<file path="src/rtl/fan_pkg.sv">
package fan_pkg;

  localparam int unsigned SYS_CLK_HZ = 25_000_000;

  // register map
  localparam logic [7:0] ADDR_FAN_ONE    = 8'h56;
  localparam logic [7:0] ADDR_FAN_TWO    = 8'h57;
  localparam logic [7:0] ADDR_CTRL       = 8'h58;
  localparam logic [7:0] ADDR_PRELOAD_A  = 8'h5A;
  localparam logic [7:0] ADDR_PRELOAD_B  = 8'h5B;
  localparam logic [7:0] ADDR_COUNT_A    = 8'h5C;
  localparam logic [7:0] ADDR_COUNT_B    = 8'h5D;
  localparam logic [7:0] ADDR_EVT_STATUS = 8'h60;
  localparam logic [7:0] ADDR_EVT_MASK   = 8'h61;
  localparam logic [7:0] ADDR_WAKE_EN    = 8'h62;
  localparam logic [7:0] ADDR_SYSMGMT_EN = 8'h63;

  // reset values
  localparam logic [7:0] RST_FAN      = 8'h00;
  localparam logic [7:0] RST_CTRL     = 8'h50;
  localparam logic [7:0] RST_PRELOAD  = 8'h00;
  localparam logic [1:0] RST_EVT      = 2'h0;
  localparam logic [7:0] READ_NONE    = 8'h00;

  // fan output frequencies in millihertz, and steps per output period
  localparam int unsigned FOUT_KHZ_LO_MHZ = 15_625_000;
  localparam int unsigned FOUT_KHZ_HI_MHZ = 23_438_000;
  localparam int unsigned FOUT_HZ_LO_MHZ  = 40_000;
  localparam int unsigned FOUT_HZ_HI_MHZ  = 60_000;
  localparam int unsigned PWM_STEPS       = 64;
  localparam int unsigned MHZ_PER_HZ      = 1000;

  localparam int unsigned ACC_W = 26;
  localparam logic [ACC_W-1:0] ACC_MOD = ACC_W'(SYS_CLK_HZ);
  localparam logic [ACC_W-1:0] INC_KHZ_LO = ACC_W'(FOUT_KHZ_LO_MHZ * PWM_STEPS / MHZ_PER_HZ);
  localparam logic [ACC_W-1:0] INC_KHZ_HI = ACC_W'(FOUT_KHZ_HI_MHZ * PWM_STEPS / MHZ_PER_HZ);
  localparam logic [ACC_W-1:0] INC_HZ_LO  = ACC_W'(FOUT_HZ_LO_MHZ * PWM_STEPS / MHZ_PER_HZ);
  localparam logic [ACC_W-1:0] INC_HZ_HI  = ACC_W'(FOUT_HZ_HI_MHZ * PWM_STEPS / MHZ_PER_HZ);

  // tachometer
  localparam logic [7:0] TACH_MAX  = 8'hFF;
  localparam logic [1:0] FAIL_MSBS = 2'h3;
  localparam logic [1:0] DIV_BY_1  = 2'h0;
  localparam logic [1:0] DIV_BY_2  = 2'h1;
  localparam logic [1:0] DIV_BY_4  = 2'h2;
  localparam logic [1:0] DIV_BY_8  = 2'h3;

  typedef struct packed {
    logic       clk_sel;
    logic [5:0] duty_code;
    logic       force_high;
  } per_channel_output_reg_t;

  typedef struct packed {
    logic [1:0] div_one;
    logic [1:0] div_two;
    logic       mult_two;
    logic       mult_one;
    logic       src_two;
    logic       src_one;
  } fan_ctrl_t;

  typedef struct packed {
    logic [7:0] addr;
    logic [7:0] wdata;
    logic       wr;
    logic       rd;
  } reg_req_t;

endpackage : fan_pkg

</file>
<file path="src/rtl/fan_pwm_and_tach_monitor.sv">
// The plain strobed port is this design's own decision.
`timescale 1ns/1ns
module fan_pwm_and_tach_monitor (
  input  wire logic             sys_clk,
  input  wire logic             sys_rst,
  input  wire fan_pkg::reg_req_t req,
  output logic            [7:0] rdata,
  input  wire logic             osc_32k,
  input  wire logic             speed_sense_in_a,
  input  wire logic             speed_sense_in_b,
  output logic                  fan_out_one,
  output logic                  fan_out_two,
  output logic                  irq,
  output logic                  wake_event,
  output logic                  sysmgmt_event
);

  ////////////////////////////////////////////////////////////////////////////
  // registers and state

  fan_pkg::per_channel_output_reg_t per_channel_output_reg [2];
  fan_pkg::fan_ctrl_t               ctrl;
  logic [7:0]                       preload [2];
  logic [1:0]                       evt_status;
  logic [1:0]                       evt_mask;
  logic [1:0]                       wake_enable_reg_one;
  logic [1:0]                       sysmgmt_enable_reg_five;

  logic [fan_pkg::ACC_W-1:0]        phase [2];
  logic [5:0]                       period_cnt [2];
  logic [1:0]                       fan_tick;
  logic                             osc_q;
  logic                             osc_tick;

  logic [7:0]                       count [2];
  logic [1:0]                       fail_pulse;
  logic [1:0]                       preload_wr;
  logic [7:0]                       next_preload [2];
  logic [1:0]                       src_sel;
  logic [1:0]                       mult_sel;
  logic [1:0]                       div_sel [2];
  logic                             status_rd;
  logic [fan_pkg::ACC_W-1:0]        inc [2];

  ////////////////////////////////////////////////////////////////////////////
  // helpers

  // output step rate chosen jointly by the three bits
  function automatic logic [fan_pkg::ACC_W-1:0] step_inc(
    input logic src,
    input logic sel,
    input logic mult
  );
    logic [fan_pkg::ACC_W-1:0] base;
    base = '0;
    unique case ({src, sel})
      2'b00: base = fan_pkg::INC_KHZ_LO;
      2'b01: base = fan_pkg::INC_KHZ_HI;
      2'b10: base = fan_pkg::INC_HZ_LO;
      2'b11: base = fan_pkg::INC_HZ_HI;
    endcase
    step_inc = mult ? {base[fan_pkg::ACC_W-2:0], 1'b0} : base;
  endfunction : step_inc

  function automatic logic hit(input logic [7:0] addr, input logic [7:0] target);
    hit = (addr == target);
  endfunction : hit

  ////////////////////////////////////////////////////////////////////////////
  // per-channel views of the shared control register

  assign src_sel    = {ctrl.src_two, ctrl.src_one};
  assign mult_sel   = {ctrl.mult_two, ctrl.mult_one};
  assign div_sel[0] = ctrl.div_one;
  assign div_sel[1] = ctrl.div_two;

  assign preload_wr[0] = req.wr && hit(req.addr, fan_pkg::ADDR_PRELOAD_A);
  assign preload_wr[1] = req.wr && hit(req.addr, fan_pkg::ADDR_PRELOAD_B);
  assign status_rd     = req.rd && hit(req.addr, fan_pkg::ADDR_EVT_STATUS);

  // a preload write restarts the count from the value being written
  always_comb begin
    for (int i = 0; i < 2; i++) begin
      next_preload[i] = preload_wr[i] ? req.wdata : preload[i];
    end
  end

  always_comb begin
    for (int i = 0; i < 2; i++) begin
      inc[i] = step_inc(src_sel[i], per_channel_output_reg[i].clk_sel, mult_sel[i]);
    end
  end

  ////////////////////////////////////////////////////////////////////////////
  // register writes

  always_ff @(posedge sys_clk) begin
    if (sys_rst) begin
      per_channel_output_reg[0] <= fan_pkg::RST_FAN;
      per_channel_output_reg[1] <= fan_pkg::RST_FAN;
    end else if (req.wr) begin
      if (hit(req.addr, fan_pkg::ADDR_FAN_ONE)) per_channel_output_reg[0] <= req.wdata;
      if (hit(req.addr, fan_pkg::ADDR_FAN_TWO)) per_channel_output_reg[1] <= req.wdata;
    end
  end

  always_ff @(posedge sys_clk) begin
    if (sys_rst) ctrl <= fan_pkg::RST_CTRL;
    else if (req.wr && hit(req.addr, fan_pkg::ADDR_CTRL)) ctrl <= req.wdata;
  end

  always_ff @(posedge sys_clk) begin
    if (sys_rst) begin
      preload[0] <= fan_pkg::RST_PRELOAD;
      preload[1] <= fan_pkg::RST_PRELOAD;
    end else begin
      preload[0] <= next_preload[0];
      preload[1] <= next_preload[1];
    end
  end

  always_ff @(posedge sys_clk) begin
    if (sys_rst) begin
      evt_mask                <= fan_pkg::RST_EVT;
      wake_enable_reg_one     <= fan_pkg::RST_EVT;
      sysmgmt_enable_reg_five <= fan_pkg::RST_EVT;
    end else if (req.wr) begin
      if (hit(req.addr, fan_pkg::ADDR_EVT_MASK)) evt_mask <= req.wdata[1:0];
      if (hit(req.addr, fan_pkg::ADDR_WAKE_EN)) wake_enable_reg_one <= req.wdata[1:0];
      if (hit(req.addr, fan_pkg::ADDR_SYSMGMT_EN)) begin
        sysmgmt_enable_reg_five <= req.wdata[1:0];
      end
    end
  end

  ////////////////////////////////////////////////////////////////////////////
  // register reads: data stands the cycle after the strobe only

  always_ff @(posedge sys_clk) begin
    if (sys_rst) begin
      rdata <= fan_pkg::READ_NONE;
    end else if (req.rd) begin
      unique case (req.addr)
        fan_pkg::ADDR_FAN_ONE:    rdata <= per_channel_output_reg[0];
        fan_pkg::ADDR_FAN_TWO:    rdata <= per_channel_output_reg[1];
        fan_pkg::ADDR_CTRL:       rdata <= ctrl;
        fan_pkg::ADDR_PRELOAD_A:  rdata <= preload[0];
        fan_pkg::ADDR_PRELOAD_B:  rdata <= preload[1];
        fan_pkg::ADDR_COUNT_A:    rdata <= count[0];
        fan_pkg::ADDR_COUNT_B:    rdata <= count[1];
        fan_pkg::ADDR_EVT_STATUS: rdata <= {6'h00, evt_status};
        fan_pkg::ADDR_EVT_MASK:   rdata <= {6'h00, evt_mask};
        fan_pkg::ADDR_WAKE_EN:    rdata <= {6'h00, wake_enable_reg_one};
        fan_pkg::ADDR_SYSMGMT_EN: rdata <= {6'h00, sysmgmt_enable_reg_five};
        default:                  rdata <= fan_pkg::READ_NONE;
      endcase
    end else begin
      rdata <= fan_pkg::READ_NONE;
    end
  end

  ////////////////////////////////////////////////////////////////////////////
  // output step generators

  // phase accumulator: exact average rate, jitter of one system clock
  always_ff @(posedge sys_clk) begin
    if (sys_rst) begin
      phase[0] <= '0;
      phase[1] <= '0;
      fan_tick <= 2'h0;
    end else begin
      for (int i = 0; i < 2; i++) begin
        if (phase[i] + inc[i] >= fan_pkg::ACC_MOD) begin
          phase[i]    <= phase[i] + inc[i] - fan_pkg::ACC_MOD;
          fan_tick[i] <= 1'b1;
        end else begin
          phase[i]    <= phase[i] + inc[i];
          fan_tick[i] <= 1'b0;
        end
      end
    end
  end

  always_ff @(posedge sys_clk) begin
    if (sys_rst) begin
      period_cnt[0] <= 6'h00;
      period_cnt[1] <= 6'h00;
    end else begin
      for (int i = 0; i < 2; i++) begin
        if (fan_tick[i]) period_cnt[i] <= period_cnt[i] + 6'h01;
      end
    end
  end

  // force-high beats the duty code; code zero never passes the compare
  always_ff @(posedge sys_clk) begin
    if (sys_rst) begin
      fan_out_one <= 1'b0;
      fan_out_two <= 1'b0;
    end else begin
      fan_out_one <= per_channel_output_reg[0].force_high ||
                     (period_cnt[0] < per_channel_output_reg[0].duty_code);
      fan_out_two <= per_channel_output_reg[1].force_high ||
                     (period_cnt[1] < per_channel_output_reg[1].duty_code);
    end
  end

  ////////////////////////////////////////////////////////////////////////////
  // tachometer channels

  always_ff @(posedge sys_clk) begin
    if (sys_rst) osc_q <= 1'b0;
    else osc_q <= osc_32k;
  end

  assign osc_tick = osc_32k & ~osc_q;

  fan_tach_channel tach_a (
    .sys_clk    (sys_clk),
    .sys_rst    (sys_rst),
    .osc_tick   (osc_tick),
    .div_code   (div_sel[0]),
    .preload    (next_preload[0]),
    .preload_wr (preload_wr[0]),
    .sense_in   (speed_sense_in_a),
    .count      (count[0]),
    .fail_pulse (fail_pulse[0])
  );

  fan_tach_channel tach_b (
    .sys_clk    (sys_clk),
    .sys_rst    (sys_rst),
    .osc_tick   (osc_tick),
    .div_code   (div_sel[1]),
    .preload    (next_preload[1]),
    .preload_wr (preload_wr[1]),
    .sense_in   (speed_sense_in_b),
    .count      (count[1]),
    .fail_pulse (fail_pulse[1])
  );

  ////////////////////////////////////////////////////////////////////////////
  // events and interrupt

  // a new failure in the clearing read's cycle stays set
  always_ff @(posedge sys_clk) begin
    if (sys_rst) evt_status <= fan_pkg::RST_EVT;
    else evt_status <= (status_rd ? 2'h0 : evt_status) | fail_pulse;
  end

  always_ff @(posedge sys_clk) begin
    if (sys_rst) begin
      irq           <= 1'b0;
      wake_event    <= 1'b0;
      sysmgmt_event <= 1'b0;
    end else begin
      irq           <= |(evt_status & evt_mask);
      wake_event    <= |(evt_status & wake_enable_reg_one);
      sysmgmt_event <= |(evt_status & sysmgmt_enable_reg_five);
    end
  end

endmodule : fan_pwm_and_tach_monitor

</file>
<file path="src/rtl/fan_tach_channel.sv">
`timescale 1ns/1ns
module fan_tach_channel (
  input  wire logic       sys_clk,
  input  wire logic       sys_rst,
  input  wire logic       osc_tick,
  input  wire logic [1:0] div_code,
  input  wire logic [7:0] preload,
  input  wire logic       preload_wr,
  input  wire logic       sense_in,
  output logic      [7:0] count,
  output logic            fail_pulse
);

  logic       sense_q;
  logic [2:0] prescale;
  logic       above_q;
  logic       restart;
  logic       count_tick;
  logic       above;

  function automatic logic [2:0] div_last(input logic [1:0] code);
    unique case (code)
      fan_pkg::DIV_BY_1: div_last = 3'h0;
      fan_pkg::DIV_BY_2: div_last = 3'h1;
      fan_pkg::DIV_BY_4: div_last = 3'h3;
      fan_pkg::DIV_BY_8: div_last = 3'h7;
    endcase
  endfunction : div_last

  assign restart    = (sense_in & ~sense_q) | preload_wr;
  assign count_tick = osc_tick && (prescale >= div_last(div_code));
  assign above      = (count[7:6] == fan_pkg::FAIL_MSBS);
  assign fail_pulse = above & ~above_q;

  always_ff @(posedge sys_clk) begin
    if (sys_rst) sense_q <= 1'b0;
    else sense_q <= sense_in;
  end

  // prescaler restarts with the counter so each period sees whole divided ticks
  always_ff @(posedge sys_clk) begin
    if (sys_rst || restart) prescale <= 3'h0;
    else if (count_tick) prescale <= 3'h0;
    else if (osc_tick) prescale <= prescale + 3'h1;
  end

  always_ff @(posedge sys_clk) begin
    if (sys_rst) count <= fan_pkg::RST_PRELOAD;
    else if (restart) count <= preload;
    else if (count_tick && count != fan_pkg::TACH_MAX) count <= count + 8'h01;
  end

  always_ff @(posedge sys_clk) begin
    if (sys_rst) above_q <= 1'b0;
    else above_q <= above;
  end

endmodule : fan_tach_channel

</file>
<file path="config.mk">
export PLATFORM = sky130hd
export DESIGN_NAME = fan_pwm_and_tach_monitor
export DESIGN_NICKNAME = d
export VERILOG_FILES = /design/src/rtl/fan_pkg.sv /design/src/rtl/fan_pwm_and_tach_monitor.sv /design/src/rtl/fan_tach_channel.sv
export SDC_FILE = /design/constraint.sdc
export NUM_CORES = 1
export LEC_CHECK = 0
export ABC_AREA = 1
export ABC_CLOCK_PERIOD_IN_PS = 7100
export BUFFER_PORTS_ARGS = -buffer_cell sky130_fd_sc_hd__clkbuf_2
export CELL_PAD_IN_SITES_DETAIL_PLACEMENT = 0
export CELL_PAD_IN_SITES_GLOBAL_PLACEMENT = 1
export CORE_MARGIN = 2
export CORE_UTILIZATION = 50
export CTS_CLUSTER_SIZE = 12
export DETAILED_ROUTE_END_ITERATION = 10
export PLACE_DENSITY = 0.83
export SYNTH_ARGS = -nofsm -noshare
export SYNTH_HDL_FRONTEND = slang
export SYNTH_SLANG_ARGS = --single-unit
export TNS_END_PERCENT = 100
</file>
<file path="constraint.sdc">
create_clock -name sys_clk -period 7.1 [get_ports sys_clk]
set_clock_uncertainty 0.15 [all_clocks]
set_input_delay 1.065 -clock sys_clk [delete_from_list [all_inputs] [get_ports sys_clk]]
set_output_delay 1.065 -clock sys_clk [all_outputs]
set_load 0.02 [all_outputs]
</file>
======== Yosys cells after proc, flatten, opt, wreduce, memory -nomap -nowiden ========
Memory sizes are Yosys's and may differ from the RTL's.
Index checks and enable logic that the tools add are counted.
operators by class
  add/subtract/negate cells ............... 10
  order comparisons ....................... 6
  eq/ne operators ......................... 27
  muxes and demuxes ....................... 53
  bitwise logic cells ..................... 27
  reductions and logical operators ........ 27
operators with widths
  cell                                                                      number
  26-bit case mux with 4 select lines                                       2
  26-bit two-way mux                                                        6
  8-bit by 7-bit == test with 1-bit output (second input constant)          11
  8-bit case mux with 11 select lines                                       1
  8-bit two-way mux                                                         10
  26-bit adder                                                              2
  26-bit by 25-bit >= comparator with 1-bit output (second input constant)  2
  26-bit by 25-bit subtractor with 26-bit output (second input constant)    2
  1-bit two-way mux                                                         29
  3-bit case mux with 4 select lines                                        2
  2-bit == test (second input constant)                                     10
  8-bit by 1-bit adder with 8-bit output (second input constant)            2
  8-bit inequality test (second input constant)                             2
  6-bit by 1-bit adder with 6-bit output (second input constant)            2
  6-bit less-than comparator                                                2
  6-bit two-way mux                                                         2
  1-bit OR                                                                  12
  2-bit OR reduction                                                        6
  2-bit by 1-bit == test with 1-bit output (second input constant)          4
  1-bit logical AND                                                         8
  2-bit zero test                                                           4
  3-bit by 1-bit adder with 3-bit output (second input constant)            2
  2-bit AND                                                                 3
  3-bit >= comparator                                                       2
  other kinds (7)                                                           22
storage, ports and cells
  register bits after elaboration ......... 58
  RAM bits ................................ 96
  input port bits ......................... 23
  output and inout port bits .............. 13
  logic and storage cells ................. 180
  memories kept ........................... 4
memories
  name                    words  width  read ports  clocked after memory_dff  write ports  RTL line                        RTL
  phase                   2      26     2           0                         2            fan_pwm_and_tach_monitor.sv:29  logic [fan_pkg::ACC_W-1:0] phase [2];
  per_channel_output_reg  2      8      2           0                         2            fan_pwm_and_tach_monitor.sv:21  fan_pkg::per_channel_output_reg_t per_channel_output_reg [2];
  preload                 2      8      2           0                         2            fan_pwm_and_tach_monitor.sv:23  logic [7:0] preload [2];
  period_cnt              2      6      2           0                         2            fan_pwm_and_tach_monitor.sv:30  logic [5:0] period_cnt [2];

======== Depth between registers and ports, before layout ========
  depth in word-level cells ............... 10
  mapped depth ............................ 24
  gate-level depth less buffers ........... 23

======== Modules after synthesis ========
From an unflattened synthesis, not the netlist that was laid out.
second synthesis, totals
  cell total of the unflattened synthesis .. 1614
  area total of the unflattened synthesis .. 10965.5 um2
by module, submodules not included
  module                    times used  cells each  area each (um2)  sequential area each (um2)
  fan_pwm_and_tach_monitor  1           1338        9138.8           3002.9
  fan_tach_channel          2           138         913.4            260.2

======== Least setup slack after synthesis ========
OpenSTA, ideal clock, no wires.
  path kind ............................... register -> register
  from .................................... register ctrl[2] (netlist bit)
  to ...................................... memory phase[0][15] (netlist bit), data pin
  library setup time ...................... 255 ps
  arrival ................................. 2734 ps
  required time ........................... 6695 ps
  setup slack ............................. 3962 ps
  cell stages (with the launch flop) ...... 19
  path buffers ............................ 2
  period minus slack after synthesis ...... 3138 ps
  path through ............................ dfxtp_1 -> clkbuf_1 -> nor2_1 -> nor3_1 -> fa_1 -> inv_1 -> ha_1 -> inv_1 -> nor2_1 -> nand2_1 -> nand2_2 -> nor2_4 -> nand3_2 -> nand3_2 -> nand2_4 -> nand2_4 -> buf_6 -> a21oi_1 -> nor2_1
RTL lines
  item                    RTL line                         RTL
  start, declared         fan_pwm_and_tach_monitor.sv:22   fan_pkg::fan_ctrl_t ctrl;
  start signal, assigned  fan_pwm_and_tach_monitor.sv:108  if (sys_rst) ctrl <= fan_pkg::RST_CTRL;
  start signal, assigned  fan_pwm_and_tach_monitor.sv:109  else if (req.wr && hit(req.addr, fan_pkg::ADDR_CTRL)) ctrl <= req.wdata;
  end, declared           fan_pwm_and_tach_monitor.sv:29

==> impl_metrics.toml <==
[run_status]
status = "complete, no violations"

[layout]
stdcell_count = 1856
mostFrequentLayoutCell = "nand2_1"
fin_util = 0.5691
drive_gt1_frac = 0.1047
final_cell_mix = "nand2_1, inv_1, nor2_1"
largest_reg_flops = 40
area_delta_synth_final_pct = 11.26
fin_nets = 1656
regArea_sq_um = 3523
multi_input_area_sq_um = 6045
nFillCells = 1976
diodes = 0

[timing]
setup_viol = 0
fmax_ghz = 0.2521
fin_crit_sh = 0.5587
drv_slew = 0
grt_setup_unrepaired = "false"
worst_pin_slew_ps = 1248
finalHoldViolations = 0
fin_tns_setup_ps = 0
layout_setup_ws_ps = 3134
period_minus_slack_ps = 3966
worst_slew_margin_rel = 0.1592

[synth]
ys_ff_latch = 142
synth_top_cell_area_share = 0.1960
synthTopCellsByArea = "edfxtp_1, dfxtp_1, nand2_1"
synth_edf_count = 68
ys_types = 52
synthXorXnorAreaFrac = 0.02667
synth-compound-area-share = 0.1265
synth_area_leader_cell = "edfxtp_1"
synthAdderAreaFrac = 0.07351
synthMuxAreaShare = 0
dominantRegCellSynth = "dfxtp_1"
synth_top_family_by_area = "simple AND/OR/NAND/NOR gates"
synthSimpleGateAreaFrac = 0.3392
synthCells = 1506
syn_area_per_cell_sq_um = 6.916
syn-cell-area_sq_um = 10420
async_reset_ff_frac = 0
seq_area_frac_synth = 0.3383
yosysWarnings = 0

[critical_path]
cp-startpoint = "ctrl[3]$_SDFFE_PP0P_"
cp_top_family = "simple AND/OR/NAND/NOR gates"
timing.rr.start = "ctrl[3]$_SDFFE_PP0P_"
critPathArrivalTime_ps = 3990
cp_num_cells = 20
path_buf_inv = 3
worstPathRequired_ps = 7130
cp_max_fo = 20
crit_path_cell_trace = "inv_1 -> nor2_1 -> nor2_1 -> nor2_1 -> fa_1 -> inv_1 -> ha_1 -> inv_1 -> nor2_1 -> nand3_1 -> nand2_2 -> nor2_4 -> nand2_1 -> nand2_1 -> nand3_1 -> nand2_1 -> nand2_2 -> nand3_2 -> nand2_1 -> nand2_1"
cp_slowest_cell = "fa_1"
r2r_cells = 20
r2r_slack_ps = 3130
path_class = "reg -> reg"
cp_common_cell = "nand2_1"
r2r-end = "phase[1][21]$_DFFE_PP_"
crit_path_start_kind = "flop"
cpPeakStageDelay_ps = 520
end_kind = "flop"

[pwr]
leakagePower_nw = 5.578
powerDensity_nw_per_um2 = 270.2
power.ir.vdd_worst_mv = 0.1871

[place]
routabilityCongestion = 0.9308
hpwl_mm = 22.19
dp_cells = 1824
io_buffers = 35
place_ws_ps = 3132

[clocking]
clock-root-buffer = "clkbuf_16"
clk_latency_ps = 430
hold_buffers = 0
htreeDepth = 4
postCtsResizedCells = 0
clk_pin_slew_ps = 80
postCtsSetupRepairBufs = 0
cts_sinks = 142
cts_made_buffers = 17
cts_tree = "done"
cts_buffer_depth = 2

[global_route]
grt_pass1_vias = 8830
grt_max_degree = 55
antenna_found_initial = 0
track_usage = 0.2600
grt_pass1_wl_mm = 45.09
grt_overflow = 0

[drt]
ant_nets = 0
dr.first_iter.drc_count = 746
drt-total-wl_mm = 28.50
wl_per_cell_um = 15.35
via_count = 9752
viasPerCell = 5.254
drt_pass1_iterations = 7
drc = 0

[die]
start_util = 0.5115
dieWidth_um = 148.3
coreArea_sq_um = 20360
fp.dieH_um = 148.3
die_area_sq_um = 22000
boundaryPins = 36
row_count = 52

[min_path]
hold_path_end = "evt_status[1]$_SDFF_PP0_"
hold_depth = 1
hold_path.startpoint = "tach_b.above_q$_SDFF_PP0_"
hold_path_class = "reg -> reg"

[run]
maxCapViolations = 0
## cell type report
class | count | area share
clock buffer | 18 | 0.03887
clock inverter | 14 | 0.01641
inverter | 225 | 0.07288
multi-input combinational | 1149 | 0.5216
sequential | 142 | 0.3040
tap | 270 | 0.02915
timing repair buffer | 38 | 0.01706
## power breakdown
| part | total (mW) | internal (mW) | switching, mW |
|---|---|---|---|
| combinational | 1.13 | 0.362 | 0.767 |
| clock | 0.985 | 0.560 | 0.424 |
| sequential | 1.02 | 0.960 | 0.0575 |
## synthesized netlist by cell type (5+ instances only)
library cell / count
a2111oi_0: 10
a21oi_1: 102
a21oi_2: 5
a221oi_1: 5
clkbuf_1: 17
dfxtp_1: 74
edfxtp_1: 68
ha_1: 58
inv_1: 205
inv_2: 19
nand2_1: 368
nand2_2: 27
nand2_4: 6
nand3_1: 111
nand3_2: 12
nand4_1: 34
nor2_1: 183
nor2_2: 8
nor2_4: 5
nor3_1: 20
o211ai_1: 6
o21ai_0: 64
o22ai_1: 15
xnor2_1: 7
xor2_1: 21
## metrics by stage
stage / instance area, sq um / hold WS (ps) / power, mW
2_1_floorplan: 10560 / 260.4 / 1.897
3_3_place_gp: 10950 / 271.2 / 2.151
3_5_place_dp: 10950 / 281.4 / 2.151
4_1_cts: 11590 / 285.6 / 3.133
5_1_grt: 11590 / 298.8 / 3.337
6_report: 11590 / 282.4 / 3.132
## metal layers
| metal | vias to the layer above | track usage | share of wire | wire, um |
|---|---|---|---|---|
| met5 | - | 0 | 0 | 0 |
| met4 | 0 | 0.05524 | 0.011 | 305 |
| met3 | 19 | 0.03589 | 0.049 | 1402 |
| met2 | 208 | 0.4056 | 0.45 | 12800 |
| met1 | 4467 | 0.3851 | 0.49 | 13990 |
| li1 | 5058 | - | - | - |
## worst max-delay path by stage
stage,end
2_1_floorplan,phase[0][15]$_SDFFCE_PN0P_
3_3_place_gp,per_channel_output_reg[0][7]$_DFFE_PP_
3_5_place_dp,per_channel_output_reg[0][7]$_DFFE_PP_
4_1_cts,phase[1][23]$_DFFE_PP_
5_1_grt,phase[1][21]$_DFFE_PP_
6_report,phase[1][21]$_DFFE_PP_
## worst register-to-register path, cell delays in order (launching register included)
cell and delay (ps):
dfxtp_1 410, inv_1 120, nor2_1 260, nor2_1 80, nor2_1 240, fa_1 520
inv_1 120, ha_1 150, inv_1 50, nor2_1 130, nand3_1 100, nand2_2 120
nor2_4 50, nand2_1 60, nand2_1 50, nand3_1 80, nand2_1 70, nand2_2 310
nand3_2 410, nand2_1 180, nand2_1 60
## cell families after synthesis
logic type | count (synthesis)
adders and majority gates | 60
AOI/OAI and AO/OA | 229
buffers and inverters | 254
xor gates and xnor gates | 30
other | 1
DFF | 142
and+or+nand+nor | 790
No activity file was read; power rests on OpenSTA's default activity.
